`config.mk`:
```
export PLATFORM = sky130hd
export DESIGN_NAME = pdc_top
export DESIGN_NICKNAME = d
export VERILOG_FILES = /design/src/inc/pdc_pkg.sv /design/src/hw/pdc_sync.sv /design/src/hw/pdc_top.sv
export VERILOG_INCLUDE_DIRS = /design/src /design/src/inc
export SDC_FILE = /design/constraint.sdc
export NUM_CORES = 1
export LEC_CHECK = 0
export ABC_AREA = 1
export BUFFER_PORTS_ARGS = -buffer_cell sky130_fd_sc_hd__buf_2
export CAP_MARGIN = 0
export CORE_UTILIZATION = 52
export CTS_BUF_LIST = sky130_fd_sc_hd__clkbuf_8 sky130_fd_sc_hd__clkbuf_16
export DETAILED_ROUTE_END_ITERATION = 12
export GPL_TIMING_DRIVEN = 0
export PLACE_DENSITY = 0.84
export SKIP_CTS_REPAIR_TIMING = 1
export SLEW_MARGIN = 20
export SYNTH_ARGS = -nofsm -noshare
export SYNTH_HDL_FRONTEND = slang
export SYNTH_SLANG_ARGS = --single-unit
```
`constraint.sdc`:
```
create_clock -name clk_i -period 2.2 [get_ports clk_i]
set_input_delay 0.33 -clock clk_i [delete_from_list [all_inputs] [get_ports clk_i]]
set_output_delay 0.33 -clock clk_i [all_outputs]
set_load 0.005 [all_outputs]
```
`src/inc/pdc_map.svh`:
```
`ifndef PDC_MAP_SVH
`define PDC_MAP_SVH

// Register indices; byte address is four times the index
`define PDC_IDX_FRONT_CFG 6'h0d
`define PDC_IDX_GEN_CFG 6'h0e
`define PDC_IDX_LOCK_DATA 6'h10
`define PDC_IDX_GEN_DATA 6'h11
`define PDC_IDX_FRONT_STAT 6'h12
`define PDC_IDX_IRQ_ROUTE 6'h13

// Reset values
`define PDC_RST_FRONT_CFG 8'hff
`define PDC_RST_GEN_DIR 5'h00
`define PDC_RST_GEN_DATA 5'h00
`define PDC_RST_ROUTE_LEVEL 4'h0

// Field positions of the general pin configuration register
`define PDC_GEN_SPARE_EN_BIT 7
`define PDC_GEN_LOCK_DIR_BIT 6
`define PDC_GEN_RSVD_BIT 5
`define PDC_GEN_DIR_MSB 4

// Field positions of the data and routing registers
`define PDC_LOCK_DATA_BIT 0
`define PDC_GDATA_SPARE_BIT 7
`define PDC_GDATA_MSB 4
`define PDC_ROUTE_LEVEL_MSB 3
`define PDC_ROUTE_HIGH_BIT 4

// Interrupt level whose line shares the spare pin in plug-and-play mode
`define PDC_SPARE_IRQ_LEVEL 4'hb

// Pin counts and synchroniser width
`define PDC_FRONT_PINS 8
`define PDC_GEN_PINS 5
`define PDC_SYNC_W 16

`endif

```
`src/inc/pdc_pkg.sv`:
```
package pdc_pkg;

  typedef enum logic [2:0]
  {
    PDC_REG_NONE,
    PDC_REG_FRONT_CFG,
    PDC_REG_GEN_CFG,
    PDC_REG_LOCK_DATA,
    PDC_REG_GEN_DATA,
    PDC_REG_FRONT_STAT,
    PDC_REG_IRQ_ROUTE
  } pdc_reg_e;

  typedef logic [7:0] pdc_byte_t;

endpackage

```
`src/hw/pdc_sync.sv`:
```
`timescale 1ns/1ps

module pdc_sync
#(
  parameter int WIDTH = 1
)
(
  // Clock and reset
  input wire logic clk_i,
  input wire logic rst_i,
  // Asynchronous levels in, synchronised levels out
  input wire logic [WIDTH-1:0] async_i,
  output logic [WIDTH-1:0] sync_o
);

  logic [WIDTH-1:0] meta_reg;

  // First stage is read only by the second stage
  always_ff @(posedge clk_i)
  begin
    if (rst_i)
    begin
      meta_reg <= '0;
      sync_o <= '0;
    end
    else
    begin
      meta_reg <= async_i;
      sync_o <= meta_reg;
    end
  end

endmodule

```
`src/hw/pdc_top.sv`:
```
// Decided for this implementation: the Wishbone register port.
`timescale 1ns/1ps
`include "pdc_map.svh"

// Overview of operation
// - Front config bit 7 enables link LED pin drive, reset value one.
// - Front config bit 6 enables low front-end power pin, reset one.
// - Front config bit 5 enables high front-end power pin, reset one.
// - Front config bit 4 enables synthesizer clock pin, reset one.
// - Front config bits 3..1 enable synthesizer select lines 3..1, reset one.
// - Front config bit 0 enables receive power pin; register resets to ff.
// - General config bit 7, reset zero, with routing and strap selects spare pin.
// - Lock pin driven high and low when direction bit and strap are both one.
// - Driven lock pin level follows the lock data bit.
// - Lock direction bit zero puts lock pin in high impedance.
// - Lock data read returns the actual lock pin level, strap regardless.
// - General config bit 5 is written zero by software; reads return zero.
// - General config bits 4:0 reset zero; a one enables that general pin drive.
// - A driven general pin takes its level from its general data bit.
// - A general pin with direction zero is put in high impedance.
// - General data read returns actual pin levels, not written values.
module pdc_top
(
  // Clock and reset
  input wire logic clk_i,
  input wire logic rst_i,
  // Wishbone slave
  input wire logic wb_cyc_i,
  input wire logic wb_stb_i,
  input wire logic wb_we_i,
  input wire logic [7:0] wb_adr_i,
  input wire logic [3:0] wb_sel_i,
  input wire logic [31:0] wb_dat_i,
  output logic [31:0] wb_dat_o,
  output logic wb_ack_o,
  // Bus mode strap pin, one selects card mode
  input wire logic bus_mode_strap_i,
  // Internal function sources for the front-end pins
  input wire logic [7:0] front_fn_i,
  // Front-end pins: 7 link LED, 6 low power, 5 high power, 4 synth clock,
  // 3..1 synth select lines, 0 receive power
  input wire logic [7:0] front_pins_i,
  output logic [7:0] front_pins_o,
  output logic [7:0] front_pins_oe_o,
  // Lock enable pin
  input wire logic lock_enable_pin_i,
  output logic lock_enable_pin_o,
  output logic lock_enable_pin_oe_o,
  // General pins
  input wire logic [4:0] general_pin_i,
  output logic [4:0] general_pin_o,
  output logic [4:0] general_pin_oe_o,
  // Spare pin seven and the interrupt request that may share it
  input wire logic spare_pin_seven_i,
  input wire logic spare_irq_req_i,
  output logic spare_pin_seven_o,
  output logic spare_pin_seven_oe_o
);

  // Configuration and data state
  logic [7:0] pin_config_front_end_reg;
  logic [4:0] general_pin_direction_reg;
  logic lock_pin_direction_reg;
  logic spare_pin_seven_enable_reg;
  logic lock_data_reg;
  logic [4:0] general_pin_data_reg;
  logic spare_data_reg;
  logic [3:0] route_level_reg;
  logic route_high_reg;

  // Bus handshake
  logic ack_reg;
  logic bus_req;
  logic bus_wr;
  pdc_pkg::pdc_reg_e reg_sel;
  pdc_pkg::pdc_byte_t rd_next;

  // Synchronised pin levels
  logic [`PDC_SYNC_W-1:0] pins_async;
  logic [`PDC_SYNC_W-1:0] pins_sync;
  logic strap_s;
  logic spare_s;
  logic lock_s;
  logic [4:0] general_s;
  logic [7:0] front_s;

  // Spare pin routing
  logic spare_is_irq;
  logic spare_irq_level;

  assign pins_async = {bus_mode_strap_i, spare_pin_seven_i, lock_enable_pin_i, general_pin_i, front_pins_i};

  // Every pin level, strap included, crosses two flops before use
  pdc_sync
  #(
    .WIDTH(`PDC_SYNC_W)
  )
  u_sync
  (
    .clk_i(clk_i),
    .rst_i(rst_i),
    .async_i(pins_async),
    .sync_o(pins_sync)
  );

  assign front_s = pins_sync[7:0];
  assign general_s = pins_sync[12:8];
  assign lock_s = pins_sync[13];
  assign spare_s = pins_sync[14];
  // Strap is a static level; the synchronised copy is used throughout
  assign strap_s = pins_sync[15];

  // Wishbone decode; one request is answered one cycle after it is seen
  assign bus_req = wb_cyc_i & wb_stb_i & ~ack_reg;
  assign bus_wr = bus_req & wb_we_i & wb_sel_i[0];

  always_comb
  begin
    reg_sel = pdc_pkg::PDC_REG_NONE;
    unique case (wb_adr_i[7:2])
      `PDC_IDX_FRONT_CFG:
      begin
        reg_sel = pdc_pkg::PDC_REG_FRONT_CFG;
      end
      `PDC_IDX_GEN_CFG:
      begin
        reg_sel = pdc_pkg::PDC_REG_GEN_CFG;
      end
      `PDC_IDX_LOCK_DATA:
      begin
        reg_sel = pdc_pkg::PDC_REG_LOCK_DATA;
      end
      `PDC_IDX_GEN_DATA:
      begin
        reg_sel = pdc_pkg::PDC_REG_GEN_DATA;
      end
      `PDC_IDX_FRONT_STAT:
      begin
        reg_sel = pdc_pkg::PDC_REG_FRONT_STAT;
      end
      `PDC_IDX_IRQ_ROUTE:
      begin
        reg_sel = pdc_pkg::PDC_REG_IRQ_ROUTE;
      end
      default:
      begin
        reg_sel = pdc_pkg::PDC_REG_NONE;
      end
    endcase
  end

  // Read data; data registers return pin levels, not stored values
  always_comb
  begin
    rd_next = 8'h00;
    unique case (reg_sel)
      pdc_pkg::PDC_REG_FRONT_CFG:
      begin
        rd_next = pin_config_front_end_reg;
      end
      pdc_pkg::PDC_REG_GEN_CFG:
      begin
        // Reserved bit 5 reads zero
        rd_next = {spare_pin_seven_enable_reg, lock_pin_direction_reg, 1'b0, general_pin_direction_reg};
      end
      pdc_pkg::PDC_REG_LOCK_DATA:
      begin
        rd_next[`PDC_LOCK_DATA_BIT] = lock_s;
      end
      pdc_pkg::PDC_REG_GEN_DATA:
      begin
        rd_next[`PDC_GDATA_MSB:0] = general_s;
        rd_next[`PDC_GDATA_SPARE_BIT] = spare_s;
      end
      pdc_pkg::PDC_REG_FRONT_STAT:
      begin
        rd_next = front_s;
      end
      pdc_pkg::PDC_REG_IRQ_ROUTE:
      begin
        rd_next[`PDC_ROUTE_LEVEL_MSB:0] = route_level_reg;
        rd_next[`PDC_ROUTE_HIGH_BIT] = route_high_reg;
      end
      pdc_pkg::PDC_REG_NONE:
      begin
        rd_next = 8'h00;
      end
    endcase
  end

  // Acknowledge and read data; unmapped addresses ack with zero
  always_ff @(posedge clk_i)
  begin
    if (rst_i)
    begin
      ack_reg <= 1'b0;
      wb_ack_o <= 1'b0;
      wb_dat_o <= 32'h0000_0000;
    end
    else
    begin
      ack_reg <= bus_req;
      wb_ack_o <= bus_req;
      if (bus_req)
      begin
        wb_dat_o <= {24'h00_0000, rd_next};
      end
    end
  end

  // Front-end configuration, all enables set out of reset
  always_ff @(posedge clk_i)
  begin
    if (rst_i)
    begin
      pin_config_front_end_reg <= `PDC_RST_FRONT_CFG;
    end
    else if (bus_wr && reg_sel == pdc_pkg::PDC_REG_FRONT_CFG)
    begin
      pin_config_front_end_reg <= wb_dat_i[7:0];
    end
  end

  // General configuration; bit 5 is not stored
  always_ff @(posedge clk_i)
  begin
    if (rst_i)
    begin
      spare_pin_seven_enable_reg <= 1'b0;
      lock_pin_direction_reg <= 1'b0;
      general_pin_direction_reg <= `PDC_RST_GEN_DIR;
    end
    else if (bus_wr && reg_sel == pdc_pkg::PDC_REG_GEN_CFG)
    begin
      spare_pin_seven_enable_reg <= wb_dat_i[`PDC_GEN_SPARE_EN_BIT];
      lock_pin_direction_reg <= wb_dat_i[`PDC_GEN_LOCK_DIR_BIT];
      general_pin_direction_reg <= wb_dat_i[`PDC_GEN_DIR_MSB:0];
    end
  end

  // Lock data bit; the written value drives the pin, reads see the pin
  always_ff @(posedge clk_i)
  begin
    if (rst_i)
    begin
      lock_data_reg <= 1'b0;
    end
    else if (bus_wr && reg_sel == pdc_pkg::PDC_REG_LOCK_DATA)
    begin
      lock_data_reg <= wb_dat_i[`PDC_LOCK_DATA_BIT];
    end
  end

  // General data bits, including the spare pin seven data bit
  always_ff @(posedge clk_i)
  begin
    if (rst_i)
    begin
      general_pin_data_reg <= `PDC_RST_GEN_DATA;
      spare_data_reg <= 1'b0;
    end
    else if (bus_wr && reg_sel == pdc_pkg::PDC_REG_GEN_DATA)
    begin
      general_pin_data_reg <= wb_dat_i[`PDC_GDATA_MSB:0];
      spare_data_reg <= wb_dat_i[`PDC_GDATA_SPARE_BIT];
    end
  end

  // Plug-and-play interrupt level and type
  always_ff @(posedge clk_i)
  begin
    if (rst_i)
    begin
      route_level_reg <= `PDC_RST_ROUTE_LEVEL;
      route_high_reg <= 1'b0;
    end
    else if (bus_wr && reg_sel == pdc_pkg::PDC_REG_IRQ_ROUTE)
    begin
      route_level_reg <= wb_dat_i[`PDC_ROUTE_LEVEL_MSB:0];
      route_high_reg <= wb_dat_i[`PDC_ROUTE_HIGH_BIT];
    end
  end

  // Front-end pins: enable set drives the function, clear floats the pin
  genvar fi;
  generate
    for (fi = 0; fi < `PDC_FRONT_PINS; fi = fi + 1)
    begin : g_front
      always_ff @(posedge clk_i)
      begin
        if (rst_i)
        begin
          front_pins_o[fi] <= 1'b0;
          front_pins_oe_o[fi] <= 1'b0;
        end
        else
        begin
          front_pins_o[fi] <= front_fn_i[fi];
          front_pins_oe_o[fi] <= pin_config_front_end_reg[fi];
        end
      end
    end
  endgenerate

  // General pins: direction bit gates the drive of the data bit
  genvar gi;
  generate
    for (gi = 0; gi < `PDC_GEN_PINS; gi = gi + 1)
    begin : g_general
      always_ff @(posedge clk_i)
      begin
        if (rst_i)
        begin
          general_pin_o[gi] <= 1'b0;
          general_pin_oe_o[gi] <= 1'b0;
        end
        else
        begin
          general_pin_o[gi] <= general_pin_data_reg[gi];
          general_pin_oe_o[gi] <= general_pin_direction_reg[gi];
        end
      end
    end
  endgenerate

  // Lock pin is an address input in plug-and-play mode, so the strap gates it
  always_ff @(posedge clk_i)
  begin
    if (rst_i)
    begin
      lock_enable_pin_o <= 1'b0;
      lock_enable_pin_oe_o <= 1'b0;
    end
    else
    begin
      lock_enable_pin_o <= lock_data_reg;
      lock_enable_pin_oe_o <= lock_pin_direction_reg & strap_s;
    end
  end

  // Interrupt routing to the spare pin only exists in plug-and-play mode
  assign spare_is_irq = ~strap_s & (route_level_reg == `PDC_SPARE_IRQ_LEVEL);
  assign spare_irq_level = route_high_reg ? spare_irq_req_i : ~spare_irq_req_i;

  // Routed interrupt takes priority over the general purpose use
  always_ff @(posedge clk_i)
  begin
    if (rst_i)
    begin
      spare_pin_seven_o <= 1'b0;
      spare_pin_seven_oe_o <= 1'b0;
    end
    else if (spare_is_irq)
    begin
      spare_pin_seven_o <= spare_irq_level;
      spare_pin_seven_oe_o <= 1'b1;
    end
    else
    begin
      spare_pin_seven_o <= spare_data_reg;
      spare_pin_seven_oe_o <= spare_pin_seven_enable_reg;
    end
  end

endmodule

```
==> results by group, run 1 <==
Setup path
  – Crit path launch type: register
  – Worst Path Max Fanout: 6
  – Worst endpoint required time: around 2.4 ns
  – Slowest cell delay on critical path: 0.33 ns
  – Crit path capture type: register
  – Worst EP arrival: approximately 1.6 ns
  – WS Path Type: reg -> reg
  – Crit path cell chain: nor2_1, nand3_2, clkinv_1, nand2_1, clkinv_1, nor2_1, nor2_1
  – Slowest cell on crit path: dfxtp_1
  – Crit-path most repeated cell: nor2_1

Power
  – Reg power frac: 0.586
  – Worst VDD drop: 370 uV
  – Pleak: 0.00231 uW
  – Power Dens Cells: 701 mW/mm2
  – Sw Share: 0.224
  – Clock share of power: 0.337
  – Combinational share of power: 0.077
  – Switching power: 698 uW
  – Int Pwr: 2420 uW

STA
  – RSZ-0062 raised after global routing: no
  – Fin. max-slew vios: 0
  – TNS Setup: 0 ns
  – Minimum clock period after layout: 1.36 ns
  – Clock skew: 0.00735 ns
  – Max Fclk: 736 MHz
  – Hold violation count in the final report: 0
  – Crit share post-route: 0.618
  – # setup viols final: 0

Logic synthesis
  – Post-Syn Area: about 0.0037 mm2
  – Cells after Synth: ~460
  – Avg Cell Area, Syn: 7.95 um2
  – Synth unique cells: 27
  – Yosys reg bits: roughly 100
  – Async set-reset flop share out of synthesis: 0
  – Proportion of synthesized chip area in sequential cells: 0.535
  – Ys flop type: dfxtp_1
  – EDFF count, synth: 0
  – Total number of yosys warnings: 0

Drt
  – Via density: 4.49
  – Vias: 3036
  – Antenna violation net count after detailed routing: 0
  – WL final: 7650 um
  – Routed len/inst: 11.3 um
  – Initial drt markers: 158
  – Pre-Repair DR Iteration Count: 5
  – DRC viols: 0

Clock network
  – H-tree Lvls: 3
  – CTS tree: yes
  – Cts bufs inserted: 9
  – Clock sink count: 98
  – CTS clk-pin slew, worst paths: 0.09 ns
  – Maximum root-to-sink buffer count: 2
  – Clock root buffer: clkbuf_8
  – Clock Latency Late Sink: 0.35 ns

GRT
  – GR Overflow Total: 0
  – Pin count of the biggest net entering global routing: 15
  – Gr usage total: 0.217
  – Vias in the first global route: 2753
  – First-pass GRT wire length: 12200 um
  – Initial antenna violation count: 0

Cells and area
  – Post-layout net count: about 650
  – Ant. Diodes: 0
  – Share of post-route cells with drive strength above 1: 0.250
  – Fin area: 0.00446 mm2
  – Fillers: 580
  – Commonest non-fill, non-tap cell in the layout: dfxtp_1
  – Layout area overhead: 21.6%
  – Most frequent cells in the layout: 98 x dfxtp_1, 84 x buf_2, 84 x nor2_1, 75 x inv_1, 64 x nand2_1

Floorplanning
  – Die area: ~0.0074 mm2
  – FP Rows: 30
  – Die height: between 80 and 90 um
  – Io pins: 137
  – Die Wd: 86.0 um
  – Initial Util: 0.540
  – Core area: 0.00679 mm2

Placed design
  – Placed inst area: 0.00428 mm2
  – Placer Congestion: about 0.86
  – Detailed Place HPWL: between 5000 and 6000 um
  – I/O Buffers: 82

Flow run
  – Max-Cap Viols: 0

Status
  – Status: completed

Hold path
  – Worst hold-check path type: in -> reg
-- synthesized netlist by cell type (2+ instances only) --
master / count / area (um2)
nand4_1: 5 / 31.3
a21oi_1: 24 / 120
clkbuf_1: 9 / 33.8
inv_2: 5 / 18.8
nor2_4: 4 / 45.0
nand3_1: 17 / 85.1
o21ai_0: 13 / 65.1
o21ai_1: 10 / 50.1
nand2_1: 64 / 240
o211ai_2: 2 / 25.0
buf_4: 24 / 180
buf_2: 2 / 10.0
nand2_2: 6 / 37.5
buf_6: 4 / 45.0
dfxtp_1: 98 / 1960
inv_1: 73 / 274
nor2_1: 84 / 315
clkinv_1: 3 / 11.3
o211ai_1: 6 / 45.0
-- per-layer routing --
metal | track usage | wire length (um) | up-vias
met5 | 0 | 0 | -
met4 | 0.0818 | 89 | 0
met3 | 0.0520 | 392 | 7
met2 | 0.367 | 3710 | 88
met1 | 0.269 | 3460 | 1365
li1 | - | - | 1576
-- stage by stage --
step	hold WS, ns	worst slack, ns	power, uW	cells	utilization
finish	0.174	0.841	3120	676	0.656
global route	0.166	0.707	3260	676	0.656
CTS	0.164	0.847	3140	676	0.656
detailed placement	0.394	0.627	2110	662	0.630
global placement	0.393	0.662	2100	662	0.630
floorplan	0.388	0.955	2010	484	-
-- worst paths after layout --
check             cells after the start          startpoint  slack, ns                 end
setup reg to reg                      7             ack_reg       0.84      route_high_reg
hold reg to reg                       2  u_sync.meta_reg[7]       0.40    u_sync.sync_o[7]
setup / recovery                      7             ack_reg       0.84      route_high_reg
hold / removal                        3     front_pins_i[2]       0.17  u_sync.meta_reg[2]
-- logic make-up after synthesis --
family,synth area share
other,0.00102
and+or+nand+nor,0.222
AOI/OAI and AO/OA,0.0833
xor gates and xnor gates,0.00239
buffers and inverters,0.156
DFF,0.535
-- worst max-delay path: cells and delay by family (launching register included) --
kind	cells	cell delay, ns
buf+inv	2	0.33
flops	1	0.33
simple gates	5	0.60
-- power by group through the flow --
stage	clock network [uW]	registers, uW	logic [uW]
floorplan	0	1870	141
global placement	0	1870	231
global route	1160	1830	270
CTS	1070	1830	239
finish	1050	1830	240
detailed placement	0	1870	238
-- final cells by class --
class                      instances  area, um2  area share
buffer                            39        269      0.0604
inverter                          81        304      0.0682
timing repair buffer              82        410      0.0921
multi-input combinational        266       1220       0.273
clock buffer                       9        124      0.0278
clock inverter                     5       50.0      0.0112
sequential                        98       1960       0.440
tap                               96        120      0.0270
(Power assumes the default switching activity.)
==> inputs of run 2 (changes only) <==
--- a/config.mk
+++ b/config.mk
@@ -9,11 +9,11 @@
 export ABC_AREA = 1
 export BUFFER_PORTS_ARGS = -buffer_cell sky130_fd_sc_hd__buf_2
 export CAP_MARGIN = 0
-export CORE_UTILIZATION = 52
+export CORE_UTILIZATION = 49
 export CTS_BUF_LIST = sky130_fd_sc_hd__clkbuf_8 sky130_fd_sc_hd__clkbuf_16
 export DETAILED_ROUTE_END_ITERATION = 12
 export GPL_TIMING_DRIVEN = 0
-export PLACE_DENSITY = 0.84
+export PLACE_DENSITY = 0.8
 export SKIP_CTS_REPAIR_TIMING = 1
 export SLEW_MARGIN = 20
 export SYNTH_ARGS = -nofsm -noshare
==> constraint.sdc (replaced) <==
create_clock -name clk_i -period 1.3 [get_ports clk_i]
set_input_delay 0.195 -clock clk_i [delete_from_list [all_inputs] [get_ports clk_i]]
set_output_delay 0.195 -clock clk_i [all_outputs]
set_load 0.005 [all_outputs]
==> run 2 against run 1 <==
Effect of this change: register-to-register slack worse by 0.85 ns; fmax is 4.2% higher; non-clock buffer count grew 2; via count down 0.59%; routed wire length grew 4.2%; die area rose by 6.0%; combinational power grew 73%; hold slack worse by 0.14 ns; global-route usage is 0.70 points lower; the run now ends with DRC, setup timing left; final area increased by 3.3%; critical path depth unchanged.
==> results by group, run 2 (same netlist as run 1, synthesis figures left out) <==
Status
  – Status: complete, but fails checks
  – Failing checks: DRC, setup timing

Power
  – Clock share of power: 0.388 (+0.051)
  – Worst VDD drop: 618 uV (+67%)
  – Power Dens Cells: 1250 mW/mm2 (+78%)
  – Reg power frac: 0.540 (-0.046)
  – Combinational share of power: 0.072 (-0.005)
  – Pleak: 0.00238 uW (+3.0%)
  – Int Pwr: 4550 uW (+88%)
  – PnR Total Power: 5740 uW (+84%)
  – Switching power: 1190 uW (+70%)
  – Sw Share: 0.207 (-0.0170)

STA
  – Hold violation count in the final report: 0 (unchanged)
  – Slew @ Worst Pin: between 0.5 and 0.6 ns
  – Max Fclk: 767 MHz (+4.2%)
  – Rel. slew slack: 0.648
  – Fin. max-slew vios: 0 (unchanged)
  – Crit share post-route: 1.00 (+0.386)
  – Setup ws final: -0.00447 ns (-0.845 ns)
  – Minimum clock period after layout: 1.30 ns (-0.0545 ns)
  – # setup viols final: 1 (+1)
  – RSZ-0062 raised after global routing: yes
  – Clock skew: 0.0101 ns (+0.00279 ns)

Clock network
  – Clock sink count: 98 (unchanged)
  – Cts bufs inserted: 9 (unchanged)
  – Clock root buffer: clkbuf_8
  – CTS clk-pin slew, worst paths: 0.09 ns (about the same)
  – CTS tree: yes
  – H-tree Lvls: 3 (unchanged)
  – Clock Latency Late Sink: 0.35 ns (about the same)
  – Maximum root-to-sink buffer count: 2 (unchanged)

Drt
  – DRC viols: 2 (+2)
  – Initial drt markers: 84 (-47%)
  – Vias: 3018 (-0.59%)
  – Antenna violation net count after detailed routing: 0 (unchanged)
  – WL final: 7970 um (+4.2%)
  – Via density: 4.44 (-1.2%)
  – Routed len/inst: 11.7 um (+3.5%)
  – Pre-Repair DR Iteration Count: 8 (+3)

Floorplanning
  – Die area: 0.00783 mm2 (+6.0%)
  – Core area: 0.00725 mm2 (+6.8%)
  – FP Rows: 31 (+3.3%)
  – Io pins: 137 (unchanged)
  – Die Wd: 88.5 um (+2.9%)
  – Initial Util: 0.505 (-0.0342)
  – Die height: 88.5 um (+2.9%)

GRT
  – Gr usage total: 0.210 (-0.00697)
  – Met1 Usage GRT: 0.268 (-0.000426)
  – GR Overflow Total: 0 (unchanged)
  – GR Util met2: 0.352 (-0.0148)
  – First-pass GRT wire length: 12200 um (-0.16%)
  – Global-route layer with the greatest usage: met2
  – Initial antenna violation count: 0 (unchanged)
  – Pin count of the biggest net entering global routing: 15 (unchanged)
  – Met3 GRT Util: 0.0345 (-0.0175)
  – Vias in the first global route: 2723 (-1.1%)

Flow run
  – Max-Cap Viols: 0 (unchanged)

Placed design
  – Placer Congestion: 0.846 (-1.5%)
  – Placed Instances: 665 (+0.45%)
  – I/O Buffers: 82 (unchanged)
  – Detailed Place HPWL: 5890 um (+2.0%)
  – Placed inst area: 0.00429 mm2 (about the same)

Setup path
  – Worst Path Max Fanout: 5 (-1)
  – Crit path cell chain: nor2_4, nand3_4, clkinvlp_4, nand2_2, buf_6, o21ai_1, a21oi_1
  – Worst endpoint required time: 1.54 ns (-0.90 ns)
  – Worst EP arrival: 1.54 ns (-0.06 ns)
  – Family with the most delay on the worst path: simple AND/OR/NAND/NOR gates
  – Crit path launch type: register
  – Worst path bufs/invs: 2 (unchanged)
  – Slowest cell on crit path: dfxtp_2
  – Slowest cell delay on critical path: 0.34 ns (about the same)
  – Crit path capture type: register
  – WS Path Type: reg -> reg

Cells and area
  – Fillers: 673 (+16%)
  – Layout area overhead: 25.5%
  – Commonest non-fill, non-tap cell in the layout: dfxtp_1
  – Most frequent cells in the layout: 97 x dfxtp_1, 85 x buf_2, 82 x nor2_1, 73 x inv_1, 63 x nand2_1
  – Ant. Diodes: 0 (unchanged)
  – Multi-input gate area: 0.00126 mm2 (+3.7%)
  – Post-layout net count: 653 (+0.31%)
  – Fin area: 0.00460 mm2 (+3.3%)
  – Total area of sequential cells: 0.00196 mm2 (about the same)
  – Share of post-route cells with drive strength above 1: 0.272 (+0.0219)
  – Non-filler cells, final: 680 (+0.59%)

Hold path
  – Worst hold-check path type: in -> reg
[run 2: cell count changes in the layout (fill, tap and decap cells not counted), moves of 2 or more]
cell / previous run / this run
nand2_4: 1 / 3
inv_1: 75 / 73
bufinv_16: 1 / 3
clkinv_1: 3 / 1
o21ai_1: 10 / 7
nor2_1: 84 / 82
o21ai_2: 0 / 4
[run 2: stage by stage]
step                      setup TNS, ns  setup slack (ns)  utilization  hold WS (ns)
after floorplan                       0             0.134            -         0.302
after global placement            -1.93            -0.156        0.591         0.392
after detailed placement          -2.51            -0.156        0.591         0.394
after CTS                        -0.870           -0.0724        0.622        0.0296
after global routing             -0.408           -0.0713        0.634        0.0377
final                          -0.00447          -0.00447        0.634        0.0346
[run 2: worst paths after layout]
| check | slack, ns | to | start | depth (start not counted) |
|---|---|---|---|---|
| setup / recovery | -0.004 | general_pin_data_reg[4] | ack_reg | 7 |
| hold / removal | 0.03 | front_pins_o[0] | front_fn_i[0] | 3 |
| setup reg to reg | -0.004 | general_pin_data_reg[4] | ack_reg | 7 |
| hold reg to reg | 0.40 | u_sync.sync_o[13] | u_sync.meta_reg[13] | 2 |
[run 2: routing by layer]
| layer | part of all wire | up-vias | routed length (um) |
|---|---|---|---|
| met4 | 0.017 | 0 | 133 |
| met1 | 0.45 | 1337 | 3570 |
| li1 | - | 1577 | - |
| met3 | 0.049 | 11 | 392 |
| met5 | 0 | - | 0 |
| met2 | 0.49 | 93 | 3880 |
[run 2: final cells by class]
type	instances	share of cell area
plain buffers	39	0.0593
clock inverters	3	0.0196
inverters	81	0.0677
flip-flops and latches	98	0.427
well taps	99	0.0269
repair buffers	84	0.0957
clock buffers	10	0.0299
multi-input cells	266	0.274
[run 2: tightest hold or removal path: cells and delay by family]
family,cells,cell delay (ns)
buf+inv,2,0.13
simple gates,1,0.03
[run 2: power groups by stage]
stage	logic [uW]	clock network, uW	registers, uW
after floorplan	239	0	3170
after detailed placement	401	0	3170
final	415	2230	3100
after global placement	394	0	3160
after CTS	403	2270	3100
after global routing	472	2410	3110
==> inputs of run 3 (changes only) <==
--- a/config.mk
+++ b/config.mk
@@ -9,11 +9,13 @@
 export ABC_AREA = 1
 export BUFFER_PORTS_ARGS = -buffer_cell sky130_fd_sc_hd__buf_2
 export CAP_MARGIN = 0
-export CORE_UTILIZATION = 49
+export CELL_PAD_IN_SITES_DETAIL_PLACEMENT = 0
+export CELL_PAD_IN_SITES_GLOBAL_PLACEMENT = 1
+export CORE_UTILIZATION = 34
 export CTS_BUF_LIST = sky130_fd_sc_hd__clkbuf_8 sky130_fd_sc_hd__clkbuf_16
 export DETAILED_ROUTE_END_ITERATION = 12
 export GPL_TIMING_DRIVEN = 0
-export PLACE_DENSITY = 0.8
+export PLACE_DENSITY_LB_ADDON = 0.1
 export SKIP_CTS_REPAIR_TIMING = 1
 export SLEW_MARGIN = 20
 export SYNTH_ARGS = -nofsm -noshare
==> constraint.sdc (replaced) <==
create_clock -name clk_i -period 1.3 [get_ports clk_i]
set_input_delay 0.195 -clock clk_i [delete_from_list [all_inputs] [get_ports clk_i]]
set_output_delay 0.195 -clock clk_i [all_outputs]
set_load 0.02 [all_outputs]
==> run 3 against run 2 <==
Effect of this change: the run now ends clean; sequential power about the same; sequential share of layout area grew 0.093 points; register-to-register slack improved by 0.08 ns; routed wire length up 3.5%; critical path depth is the same; final area is 0.22% lower; clock skew hardly changed; worst setup slack improved by 0.079 ns; hold slack worse by 0.0082 ns; clock power fell by 4%; largest power group unchanged.
==> results by group, run 3 (same netlist as run 1, synthesis figures left out) <==
Status
  – Status: completed

Cells and area
  – Layout area overhead: 25.3%
  – Multi-input gate area: 0.00124 mm2 (-1.5%)
  – Fillers: 1132 (+68%)
  – Total area of sequential cells: 0.00196 mm2 (unchanged)
  – Ant. Diodes: 0 (unchanged)
  – Non-filler cells, final: 720 (+5.9%)
  – Most frequent cells in the layout: 97 x dfxtp_1, 86 x buf_2, 83 x nor2_1, 74 x inv_1, 63 x nand2_1
  – Share of post-route cells with drive strength above 1: 0.267 (-0.00482)
  – Post-layout net count: 653 (unchanged)
  – Commonest non-fill, non-tap cell in the layout: dfxtp_1

Clock network
  – CTS clk-pin slew, worst paths: 0.10 ns (about the same)
  – Clock sink count: 98 (unchanged)
  – H-tree Lvls: 3 (unchanged)
  – Cts bufs inserted: 9 (unchanged)
  – Maximum root-to-sink buffer count: 2 (unchanged)
  – Clock root buffer: clkbuf_8
  – Clock Latency Late Sink: 0.36 ns (about the same)
  – CTS tree: yes

Setup path
  – Cells on worst reg2reg path: 7 (unchanged)
  – R2r setup slk: 0.07 ns (+0.08 ns)
  – Worst endpoint required time: 1.56 ns (+0.02 ns)
  – Crit path launch type: register
  – CP startpoint: ack_reg
  – Crit path capture type: register
  – WS Path Type: reg -> reg
  – Worst Path Max Fanout: 5 (unchanged)
  – Worst EP arrival: 1.49 ns (-0.05 ns)
  – Reg2reg start: ack_reg
  – CP endpoint: general_pin_data_reg[3]
  – Critical R2R Capture: general_pin_data_reg[3]

GRT
  – Initial antenna violation count: 0 (unchanged)
  – First-pass GRT wire length: 12900 um (+6.0%)
  – Pin count of the biggest net entering global routing: 17 (+2)
  – Vias in the first global route: 2705 (-0.66%)
  – Gr usage total: 0.151 (-0.0589)
  – GR Overflow Total: 0 (unchanged)

STA
  – Max Fclk: 816 MHz (+6.4%)
  – Hold violation count in the final report: 0 (unchanged)
  – Slew @ Worst Pin: 0.510 ns (-0.0169 ns)
  – # setup viols final: 0 (-1)
  – Minimum clock period after layout: 1.23 ns (-0.0790 ns)
  – Rel. slew slack: 0.660 (+0.0113)
  – Fin. max-slew vios: 0 (unchanged)
  – Setup ws final: 0.0746 ns (+0.0790 ns)
  – Clock skew: 0.0101 ns (-0.0000875 ns)
  – RSZ-0062 raised after global routing: yes
  – Crit share post-route: 0.943 (-0.0608)

Flow run
  – Max-Cap Viols: 0 (unchanged)

Drt
  – Routed len/inst: 11.5 um (-2.2%)
  – DRC viols: 0 (-2)
  – Pre-Repair DR Iteration Count: 4 (-4)
  – WL final: 8250 um (+3.5%)
  – Initial drt markers: 98 (+17%)
  – Via density: 4.13 (-7.0%)
  – Antenna violation net count after detailed routing: 0 (unchanged)
  – Vias: 2972 (-1.5%)

Power
  – Power Dens Cells: 1240 mW/mm2 (-0.20%)
  – Worst VDD drop: 609 uV (-1.5%)
  – Pleak: 0.00235 uW (-1.2%)

Hold path
  – Worst hold-check path type: in -> reg

Placed design
  – Placed Instances: 702 (+5.6%)
  – I/O Buffers: 82 (unchanged)
  – Detailed Place HPWL: 6240 um (+5.9%)
  – Pre-CTS setup slack: -0.168 ns (-0.0120 ns)
  – Placer Congestion: 0.773 (-8.6%)

Floorplanning
  – Core area: 0.0104 mm2 (+43%)
  – Initial Util: 0.354 (-0.152)
  – Io pins: 137 (unchanged)
  – Die Wd: 106 um (+20%)
  – FP Rows: 37 (+19%)
  – Die height: 106 um (+20%)
  – Die area: 0.0112 mm2 (+43%)
-- run 3: final cells by class --
class	instances	area share
Clock inverter	7	0.0204
Tap cell	136	0.0371
Clock buffer	9	0.0270
Timing Repair Buffer	84	0.0916
Sequential cell	98	0.428
Multi-Input combinational cell	266	0.271
Inverter	81	0.0670
Buffer	39	0.0586
-- run 3: worst min path at each step --
| stage | startpoint | end | slack (ns) | cells after the start |
|---|---|---|---|---|
| after global routing | front_pins_i[4] | u_sync.meta_reg[4] | 0.02 | 3 |
| after detailed placement | u_sync.meta_reg[6] | u_sync.sync_o[6] | 0.39 | 2 |
| after global placement | front_pins_i[4] | u_sync.meta_reg[4] | 0.39 | 3 |
| after floorplan | front_fn_i[0] | front_pins_o[0] | 0.30 | 2 |
| after CTS | front_fn_i[7] | front_pins_o[7] | 0.008 | 3 |
| final | front_fn_i[7] | front_pins_o[7] | 0.03 | 3 |
-- run 3: worst max-delay path, cell delays in order, from the launching register on --
cell        delay [ns]
dfxtp_2           0.34
nor2_4            0.11
nand3_4           0.14
clkinvlp_4        0.14
nand2_2           0.09
buf_6             0.14
o21ai_1           0.12
a21oi_1           0.05
-- run 3: per-layer routing --
metal | vias to the layer above | wire length [um] | global-route usage | part of all wire
met5 | - | 0 | 0 | 0
met2 | 85 | 3540 | 0.232 | 0.43
li1 | 1580 | - | - | -
met1 | 1297 | 4070 | 0.202 | 0.49
met3 | 10 | 517 | 0.0371 | 0.063
met4 | 0 | 125 | 0.0625 | 0.015
-- run 3: power breakdown --
part           total [uW]  switching (uW)  internal [uW]
Clock                2130            1040           1080
Sequential           3100            18.8           3080
Combinational         492             312            180
-- run 3: stage by stage --
| step | setup TNS (ns) | area [um2] | power, uW | hold slack [ns] | utilization |
|---|---|---|---|---|---|
| global route | -0.00350 | 4590 | 5970 | 0.0164 | 0.443 |
| CTS | -0.253 | 4550 | 5780 | 0.00816 | 0.439 |
| global placement | -2.16 | 4330 | 3650 | 0.394 | 0.418 |
| finish | 0 | 4590 | 5720 | 0.0264 | 0.443 |
| floorplan | 0 | 3750 | 3490 | 0.302 | - |
| detailed placement | -2.63 | 4330 | 3650 | 0.394 | 0.418 |
